## config.mk

```make
export PLATFORM = sky130hd
export DESIGN_NAME = pei_error_inserter
export DESIGN_NICKNAME = d
export VERILOG_FILES = /design/src/logic/pei_pkg.sv /design/src/logic/pei_error_inserter.sv
export SDC_FILE = /design/constraint.sdc
export NUM_CORES = 1
export LEC_CHECK = 0
export BUFFER_PORTS_ARGS = -buffer_cell sky130_fd_sc_hd__clkbuf_2
export CAP_MARGIN = 0
export CORE_ASPECT_RATIO = 0.5
export CORE_UTILIZATION = 60
export CTS_BUF_LIST = sky130_fd_sc_hd__clkbuf_4 sky130_fd_sc_hd__clkbuf_8
export CTS_CLUSTER_DIAMETER = 80
export DETAILED_ROUTE_END_ITERATION = 10
export GPL_ROUTABILITY_DRIVEN = 0
export PLACE_DENSITY = 0.87
export SLEW_MARGIN = 10
export SYNTH_ARGS = -nofsm -noshare
export SYNTH_HDL_FRONTEND = slang
export SYNTH_SLANG_ARGS = --single-unit
```

## constraint.sdc

```tcl
create_clock -name mclk -period 6.54 [get_ports mclk]
set_input_delay 1.308 -clock mclk [delete_from_list [all_inputs] [get_ports mclk]]
set_output_delay 1.308 -clock mclk [all_outputs]
set_load 0.05 [all_outputs]
```

## src/logic/pei_pkg.sv

```systemverilog
// Purpose: Shared constants and types for the T1 payload error inserter
// Assumes: One 125 MHz clock; bus and stream both on that clock
// Notes: Register byte address is four times the register index
// What this block does
// - Corrupt only T1 payload bits on transmit
// - Corrupt every channel or only selected ones
// - Invert the last bit of each counted group
// - Framing bits never counted, never inverted
// - New rate takes effect at frame boundary
// - Code n gives one error per 2^(n+3)
// - Rate zero means no errors at all
// - Constant mode ignores quota, errors run continuously
// - Counted mode inserts only the loaded quota
// - Load rise copies quota next clock cycle
// - Load acts on rising edge, held ignored
// - Ten-bit quota split over two registers
// - Quota zero inserts none, n inserts n
// - Read-only ten-bit count of errors left
package pei_pkg;
    localparam int ADDR_W = 10;
    localparam int DATA_W = 32;
    localparam int RATE_W = 4;
    localparam int CNT_W = 18;
    localparam int QUOTA_W = 10;

    // Register indices, byte address = index * 4
    localparam logic [7:0] IDX_CTRL = 8'heb;
    localparam logic [7:0] IDX_QUOTA_LO = 8'hec;
    localparam logic [7:0] IDX_QUOTA_HI = 8'hed;
    localparam logic [7:0] IDX_LEFT_LO = 8'hee;
    localparam logic [7:0] IDX_LEFT_HI = 8'hef;

    // Field positions in insertion_rate_ctrl and the quota high register
    localparam int CTRL_CONST_BIT = 4;
    localparam int CTRL_LOAD_BIT = 7;
    localparam int QUOTA_HI_MSB = 1;

    localparam logic [7:0] CTRL_RST = 8'h00;
    localparam logic [QUOTA_W-1:0] QUOTA_RST = 10'h000;
    localparam logic [RATE_W-1:0] RATE_OFF = 4'h0;
    localparam logic [CNT_W-1:0] CNT_RST = 18'h00000;
    localparam logic [CNT_W-1:0] CNT_ONE = 18'h00001;
    localparam logic [QUOTA_W-1:0] LEFT_ONE = 10'h001;
    localparam int RATE_LOG_OFS = 3;

    // One bit slot of the transmit payload stream
    typedef struct packed {
        logic valid;
        logic data;
        logic frameBit;
        logic frameStart;
    } pei_bit_t;

    // Channel gating supplied by the channel-select logic
    typedef struct packed {
        logic selMode;
        logic chanHit;
    } pei_chan_t;

    // Last count value of a group: 2^(rate+3) - 1
    function automatic logic [CNT_W-1:0] peiTerm(input logic [RATE_W-1:0] rate);
        logic [CNT_W:0] one;
        one = {{CNT_W{1'b0}}, 1'b1};
        peiTerm = CNT_W'((one << (int'(rate) + RATE_LOG_OFS)) - 1'b1);
    endfunction
endpackage

```

## src/logic/pei_error_inserter.sv

```systemverilog
// Purpose: T1 transmit payload error inserter with Avalon-MM registers
// Assumes: Stream inputs and t1Mode come from logic on mclk
// Notes: Output stream is the input delayed by one clock cycle
`timescale 1ns/1ps
module pei_error_inserter
    import pei_pkg::*;
(
    input wire logic mclk,
    input wire logic rst,
    input wire logic [ADDR_W-1:0] address,
    input wire logic read,
    input wire logic write,
    input wire logic [3:0] byteenable,
    input wire logic [DATA_W-1:0] writedata,
    output logic [DATA_W-1:0] readdata,
    output logic waitrequest,
    input wire logic t1Mode,
    input wire pei_chan_t chanIn,
    input wire pei_bit_t txIn,
    output pei_bit_t txOut,
    output logic errPulse
);

    // --------------------------------------------------------------
    // Register file
    // --------------------------------------------------------------
    logic [7:0] ctrl_r;
    logic [QUOTA_W-1:0] quota_r;
    logic [QUOTA_W-1:0] left_r;
    logic [QUOTA_W-1:0] left_nxt;
    logic [DATA_W-1:0] readdata_r;
    logic rdDone_r;
    logic [7:0] regIdx;
    logic wrLane0;

    assign regIdx = address[ADDR_W-1:2];
    assign wrLane0 = write && byteenable[0];

    // Reads take one wait state; writes complete at once
    assign waitrequest = read && !rdDone_r;
    assign readdata = readdata_r;

    always_ff @(posedge mclk or posedge rst) begin
        if (rst) begin
            ctrl_r <= CTRL_RST;
        end else if (wrLane0 && regIdx == IDX_CTRL) begin
            ctrl_r <= writedata[7:0];
        end
    end

    always_ff @(posedge mclk or posedge rst) begin
        if (rst) begin
            quota_r <= QUOTA_RST;
        end else if (wrLane0 && regIdx == IDX_QUOTA_LO) begin
            quota_r[7:0] <= writedata[7:0];
        end else if (wrLane0 && regIdx == IDX_QUOTA_HI) begin
            quota_r[QUOTA_W-1:8] <= writedata[QUOTA_HI_MSB:0];
        end
    end

    always_ff @(posedge mclk or posedge rst) begin
        if (rst) begin
            rdDone_r <= 1'b0;
        end else begin
            rdDone_r <= read && !rdDone_r;
        end
    end

    // Left count is sampled live so software sees it at any moment
    always_ff @(posedge mclk or posedge rst) begin
        if (rst) begin
            readdata_r <= '0;
        end else if (read && !rdDone_r) begin
            case (regIdx)
                IDX_CTRL: readdata_r <= {24'h000000, ctrl_r};
                IDX_QUOTA_LO: readdata_r <= {24'h000000, quota_r[7:0]};
                IDX_QUOTA_HI: readdata_r <= {30'h0, quota_r[QUOTA_W-1:8]};
                IDX_LEFT_LO: readdata_r <= {24'h000000, left_r[7:0]};
                IDX_LEFT_HI: readdata_r <= {30'h0, left_r[QUOTA_W-1:8]};
                default: readdata_r <= '0;
            endcase
        end
    end

    // --------------------------------------------------------------
    // Quota load on rising edge of the load bit
    // --------------------------------------------------------------
    logic loadPrev_r;
    logic loadRise;
    logic constMode;

    assign constMode = ctrl_r[CTRL_CONST_BIT];
    // A bit left high never reloads; host must clear and set again
    assign loadRise = ctrl_r[CTRL_LOAD_BIT] && !loadPrev_r;

    always_ff @(posedge mclk or posedge rst) begin
        if (rst) begin
            loadPrev_r <= 1'b0;
        end else begin
            loadPrev_r <= ctrl_r[CTRL_LOAD_BIT];
        end
    end

    // --------------------------------------------------------------
    // Rate and bit counting
    // --------------------------------------------------------------
    logic [RATE_W-1:0] rateAct_r;
    logic [CNT_W-1:0] cnt_r;
    logic eligible;
    logic lastBit;
    logic injNxt;
    logic rateSwap;

    // A new rate code restarts the group so the first error lands a full group in
    assign rateSwap = txIn.valid && txIn.frameStart && ctrl_r[RATE_W-1:0] != rateAct_r;

    // Rate changes only between frames so a frame never mixes rates
    always_ff @(posedge mclk or posedge rst) begin
        if (rst) begin
            rateAct_r <= RATE_OFF;
        end else if (txIn.valid && txIn.frameStart) begin
            rateAct_r <= ctrl_r[RATE_W-1:0];
        end
    end

    assign eligible = txIn.valid && t1Mode && !txIn.frameBit
        && (!chanIn.selMode || chanIn.chanHit)
        && rateAct_r != RATE_OFF;
    assign lastBit = cnt_r == peiTerm(rateAct_r);
    assign injNxt = eligible && lastBit
        && (constMode || left_r != QUOTA_RST);

    always_ff @(posedge mclk or posedge rst) begin
        if (rst) begin
            cnt_r <= CNT_RST;
        end else if (rateSwap) begin
            cnt_r <= CNT_RST;
        end else if (eligible) begin
            cnt_r <= lastBit ? CNT_RST : cnt_r + CNT_ONE;
        end
    end

    // Load wins over a decrement in the same cycle
    always_comb begin
        left_nxt = left_r;
        if (loadRise) begin
            left_nxt = quota_r;
        end else if (injNxt && !constMode) begin
            left_nxt = left_r - LEFT_ONE;
        end
    end

    always_ff @(posedge mclk or posedge rst) begin
        if (rst) begin
            left_r <= QUOTA_RST;
        end else begin
            left_r <= left_nxt;
        end
    end

    // --------------------------------------------------------------
    // Output stream
    // --------------------------------------------------------------
    always_ff @(posedge mclk or posedge rst) begin
        if (rst) begin
            txOut <= '0;
            errPulse <= 1'b0;
        end else begin
            txOut.valid <= txIn.valid;
            txOut.data <= txIn.data ^ injNxt;
            txOut.frameBit <= txIn.frameBit;
            txOut.frameStart <= txIn.frameStart;
            errPulse <= injNxt;
        end
    end
endmodule

```

==> results of run 1 <==
## registers in the layout, summed over array words and instances (netlist names)
name and cells:
cnt_r 18, left_r 10, quota_r 10, ctrl_r 8
readdata 8, rateAct_r 4, txOut 4, errPulse 1
loadPrev_r 1, rdDone_r 1
## layer usage
metal	GRT usage, %	up-vias	part of all wire, %
met5	0	-	0
met4	14.10	0	2.8
met3	5.451	38	10
met2	50.88	234	47
met1	38.26	1702	40
li1	-	1603	-
## cells by family after synthesis
group	synth area share, %
AND/OR/NAND/NOR	24.73
AO/OA/AOI/OAI	13.81
flip-flops	39.79
buffers and inverters	8.264
multiplexers	8.019
XOR/XNOR	4.285
adder cells (fa/ha/maj)	0.9184
other	0.1837
## power by group
part	switching, mW	internal, mW	total (mW)
Combinational	0.101	0.0563	0.157
Clock	0.170	0.181	0.351
Sequential	0.0450	0.433	0.478
## worst register-to-register path, stage by stage, from the launching register on
cell	delay, ns
dfrtp_1	0.66
or2_1	0.43
nor4b_2	0.31
a21oi_1	0.07
nor4_1	0.70
nand3_1	0.56
nand3_1	0.52
o21ai_0	0.17
## synth_stat cells, types with 4 or more instances
cell,number
nand3_1,22
xor2_1,7
nor3b_1,6
dfrtp_1,65
or4_1,4
and4_1,4
clkbuf_1,11
inv_1,10
nand2_1,42
a222oi_1,6
buf_4,30
o21ai_0,24
or3_1,6
a21oi_1,11
mux2_2,22
nor2_1,23
nor3_1,8
nand2b_1,8
nor2b_1,9
nor4_1,8
a22oi_1,4
and3_1,7
a31oi_1,6
buf_2,5
xnor2_1,13
nand4_1,5
nor4b_1,6
o211ai_1,5
## metrics by stage
step                instances  cell area [um2]  power (mW)  hold WS, ns
detailed placement        542             4208      0.6376       0.4365
global placement          542             4208      0.6292       0.4240
floorplan                 459             4178      0.6065       0.4013
CTS                       558             4407      0.9867       0.4535
global route              558             4407       1.020       0.4833
finish                    558             4407      0.9858       0.4499
## cell type report
| class | instances | area, um2 |
|---|---|---|
| Timing Repair Buffer | 43 | 220.2 |
| Tap cell | 88 | 110.1 |
| Clock buffer | 10 | 131.4 |
| Sequential cell | 65 | 1627 |
| Fill cell | 481 | 1899 |
| Clock inverter | 6 | 67.56 |
| Multi-Input combinational cell | 336 | 2213 |
| Inverter | 10 | 37.54 |
## worst max-delay path by stage
stage / to / cells past startpoint / slack, ns
after floorplan: waitrequest / 3 / 3.34
after global placement: quota_r[3]$_DFFE_PP0P_ / 8 / 2.92
after detailed placement: quota_r[2]$_DFFE_PP0P_ / 8 / 2.85
after CTS: cnt_r[13]$_DFFE_PP0P_ / 7 / 3.14
after global routing: cnt_r[7]$_DFFE_PP0P_ / 7 / 2.81
final: cnt_r[13]$_DFFE_PP0P_ / 7 / 2.98
==> out/results.ini, run 1 <==
[status]
status=finished, final reports clean

[routing]
routed_wirelength_mm=9.926
first_pass_iters=5
drtAntennaViolNets=0
via_count=3577
drt_iter0_markers=319
drc=0
wl_per_cell_um=17.79
vias_per_cell=6.410

[clock_network]
cts_max_level=3
clockBufferDepth=2
clkTransAtPathRegs_ns=0.08
post_cts_buffers=0
insertion_delay_ns=0.37
cts_tree=built
cts-root-buf=clkbuf_8
cts.sinks=65
ctsHoldBuffers=0
cts_resized=0
cts_buffers=9

[setup_path]
max_stage_delay_ns=0.70
r2r-end=cnt_r[13]$_DFFE_PP0P_
critical_path_buf_inv_count=0
setup.worst_path.start=rateAct_r[3]$_DFFE_PP0P_
start_kind=flip-flop
crit_slowest_cell=nor4_1
path_common_cell=nand3_1
endpoint_kind=flip-flop
path_cells=or2_1, nor4b_2, a21oi_1, nor4_1, nand3_1, nand3_1, o21ai_0
crit_arrival_ns=3.78
cp_top_family=simple AND/OR/NAND/NOR gates
path_class=flip-flop to flip-flop
cp_max_fo=24
required_ns=6.77
reg2reg_from=rateAct_r[3]$_DFFE_PP0P_
ff2ff_setup_slack_ns=2.98
r2r_cells=7

[pwr]
ir_drop_mv=0.1663
p_leak_nw=1.911
p_per_area_mw_per_mm2=223.7

[min_path]
holdPathEnd=loadPrev_r$_DFF_PP0_
min-delay-start=ctrl_r[7]$_DFFE_PP0P_
hold_depth=0
hp-class=flip-flop to flip-flop

[placed_design]
numPortBuffers=41
post-place-ws_ns=2.851
dp_hpwl_mm=6.818

[global_routing]
grt_first_pass_wirelength_mm=16.10
overflow=0
grt_pass1_vias=3212
grt_max_degree=66
grt_usage_pct=29.74
antenna_found_initial=0

[finish]
layout_common_cells=dfrtp_1, nand2_1, clkbuf_2
insertedDiodeCount=0
utilization_pct=69.88
syn_to_final_growth_pct=7.805
mostFrequentLayoutCell=dfrtp_1
fin_nets=525
drive_gt1_share_pct=20.85

[timing]
max_freq_mhz=281.3
fin_worst_skew_ns=0.009511
post-route-min-period_ns=3.555
finalCritPeriodShare_pct=54.36
setup_violations=0
rsz0062_at_grt=false
setup_tns_ns=0
tightest_slew_ns=1.003
slew_headroom_pct=32.25
layout_setup_ws_ns=2.985
drv_slew=0
finalHoldViolations=0

[yosys]
synth_top_flop_cell=dfrtp_1
ys_types=64
synth_top_cell_area_share_pct=39.79
syn-cell-area_mm2=0.004088
synthTopCellsByArea=dfrtp_1, mux2_2, buf_4
synth_edf_count=0
avgSynthCellArea_um2=9.397
async_flop_share_pct=100.0
yosys.area.top_type=dfrtp_1
ys_seq_elements=65
ys_seq_area_share_pct=39.79
synthCells=435
ys.warnings.count=0

[floorplanning]
die_w_um=118.7
core_area_mm2=0.006306
io_pins=95
initial_utilization_pct=64.82
dieArea_mm2=0.007167
dieHeight_um=60.37
rows=20

[run]
drv_cap=0

No activity file was read; power rests on OpenSTA's default activity.
==> run 2: changes to the inputs <==
Settings changed: ABC_AREA set to 1, CORE_UTILIZATION 60 to 51, PLACE_DENSITY 0.87 to 0.78.
Clock period 6.54 ns to 2.9 ns, I/O delays scaled along.
==> out/results.ini, run 2 <==
[routing]
met2_length_mm=4.613
first_pass_iters=5
highest-signal-layer=met4
drtAntennaViolNets=0
drt_iter0_markers=316
drc=0
wl_met3_um=584
wl_per_cell_um=12.92
vias_per_cell=5.225
via_count=3955
routed_wirelength_mm=9.781
wirelength_met1_mm=4.429

[setup_path]
endpoint_kind=flip-flop
r2r-end=left_r[9]$_DFFE_PP0P_
reg2reg_from=rateAct_r[3]$_DFFE_PP0P_
start_kind=flip-flop
path_class=flip-flop to flip-flop
crit_arrival_ns=2.87
r2r_cells=14
cp_max_fo=12
required_ns=3.19
ff2ff_setup_slack_ns=0.31

[finish]
syn_to_final_growth_pct=11.40
finalInstanceArea_mm2=0.004657
n_fill_cell=745
top_register=cnt_r
largestRegisters=cnt_r: 18 flops, left_r: 10 flops, quota_r: 10 flops
drive_gt1_share_pct=12.48
insertedDiodeCount=0
mostFrequentLayoutCell=nand2_1
largest_reg_flops=18
fin_nets=705
layout_common_cells=nand2_1, inv_1, dfrtp_1

[floorplanning]
dieHeight_um=66.02
core_area_mm2=0.007625
dieArea_mm2=0.008585
die_w_um=130.0
initial_utilization_pct=54.82
rows=22
io_pins=95

[global_routing]
grt_max_degree=28
antenna_found_initial=0
grt_first_pass_wirelength_mm=16.57
grt_pass1_vias=3544
overflow=0
grt_usage_pct=25.72

[clock_network]
clockBufferDepth=2
cts_tree=built
cts-root-buf=clkbuf_8
cts_resized=0
cts_buffers=9
clkTransAtPathRegs_ns=0.07
insertion_delay_ns=0.35
cts_max_level=3
ctsHoldBuffers=0
post_cts_buffers=0
cts.sinks=65

[timing]
post-route-min-period_ns=2.588
slew_headroom_pct=53.87
finalCritPeriodShare_pct=89.24
timing.hold.ws_ns=0.2694
setup_violations=0
setup_tns_ns=0
tightest_slew_ns=0.6895
max_freq_mhz=386.4
fin_worst_skew_ns=0.005500
finalHoldViolations=0
rsz0062_at_grt=false
drv_slew=0

[pwr]
p_leak_nw=2.506
internal_power_mw=1.785
switchingPower_mw=0.8721
sw_frac_of_total_pct=32.83
p_per_area_mw_per_mm2=570.5
p_seq_share_pct=40.6
combPwrFrac_pct=24.0
ir_drop_mv=0.2923
total_power_mw=2.657
pwr-share-clk_pct=35.4

[yosys]
synth_common_cells=nand2_1, inv_1, dfrtp_1
synthTopCellsByArea=dfrtp_1, nand2_1, inv_1
synth_top_cell_area_share_pct=38.91
avgSynthCellArea_um2=7.002
synth_top_flop_cell=dfrtp_1
yosys.area.top_type=dfrtp_1
ys.warnings.count=0
syn-cell-area_mm2=0.004180
synth_edf_count=0
ys_types=39
ys_seq_elements=65
synthCells=597
ys_seq_area_share_pct=38.91
synth.most_common_cell=nand2_1
async_flop_share_pct=100.0

[placed_design]
postPlaceCellArea_mm2=0.004415
numPortBuffers=41
dp_hpwl_mm=7.383

[min_path]
hp-class=input pin to async pin

[run]
drv_cap=0

[status]
status=finished, final reports clean

run 2: cell count changes in the layout (fill, tap and decap cells not counted), sizes merged, moves of 8 or more:
cell and delta:
nand2b -8, o21ai +23, nand3 +26, nand2 +142, nor2b -9, nor2 +36, xnor2 -9, mux2 -16
nor4 -10, inv +68
run 2: layout make-up:
| cell class | count | area, um2 | area share [%] |
|---|---|---|---|
| Multi-Input combinational cell | 444 | 2115 | 45.41 |
| Sequential cell | 65 | 1627 | 34.93 |
| Inverter | 79 | 296.5 | 6.368 |
| Timing Repair Buffer | 46 | 242.7 | 5.212 |
| Clock buffer | 10 | 137.6 | 2.955 |
| Tap cell | 108 | 135.1 | 2.902 |
| Clock inverter | 5 | 103.9 | 2.230 |
run 2: worst max path at each step:
stage,start,end,slack (ns),depth (start not counted)
finish,rateAct_r[3]$_DFFE_PP0P_,left_r[9]$_DFFE_PP0P_,0.31,14
global route,rateAct_r[3]$_DFFE_PP0P_,left_r[0]$_DFFE_PP0P_,0.09,14
CTS,rateAct_r[3]$_DFFE_PP0P_,left_r[1]$_DFFE_PP0P_,0.42,14
detailed placement,rateAct_r[3]$_DFFE_PP0P_,left_r[1]$_DFFE_PP0P_,0.46,14
global placement,rateAct_r[3]$_DFFE_PP0P_,left_r[5]$_DFFE_PP0P_,0.50,14
floorplan,rst,cnt_r[0]$_DFFE_PP0P_,0.69,1
run 2: power by group through the flow:
stage | Combinational [mW] | Clock (mW) | Sequential [mW]
final | 0.638 | 0.939 | 1.08
after global routing | 0.734 | 1.01 | 1.09
after CTS | 0.636 | 0.963 | 1.08
after detailed placement | 0.631 | 0 | 1.10
after global placement | 0.616 | 0 | 1.09
after floorplan | 0.530 | 0 | 1.08
run 2: logic make-up after synthesis:
logic type / count (synthesis) / share of synthesized area (%)
AO/OA/AOI/OAI: 83 / 11.40
flip-flops: 65 / 38.91
buffers and inverters: 112 / 12.66
adder cells (fa/ha/maj): 3 / 0.8980
XOR/XNOR: 15 / 3.143
AND/OR/NAND/NOR: 310 / 30.92
other: 2 / 0.1797
multiplexers: 7 / 1.886
run 2: metrics by stage:
stage | utilization [%] | setup WS, ns | cells
CTS | 61.08 | 0.4201 | 757
finish | 61.08 | 0.3120 | 757
global placement | 57.91 | 0.5015 | 742
detailed placement | 57.91 | 0.4636 | 742
floorplan | - | 0.6935 | 621
global route | 61.08 | 0.09356 | 757
run 2: worst max-delay path: stages (launching register included):
cell,delay (ns)
dfrtp_1,0.64
inv_2,0.19
nor2_1,0.18
nand2_1,0.11
nand3_1,0.12
nand2_1,0.07
inv_1,0.05
nand2_1,0.05
nor2_1,0.08
nand3_1,0.10
nor2_2,0.21
nand3_2,0.28
nand2_2,0.28
nand2_1,0.09
nand2_1,0.07
run 2: metal layers:
layer / global-route usage [%] / vias up
met3: 7.686 / 13
met4: 8.140 / 0
met2: 41.82 / 141
li1: - / 1949
met5: 0 / -
met1: 33.02 / 1852
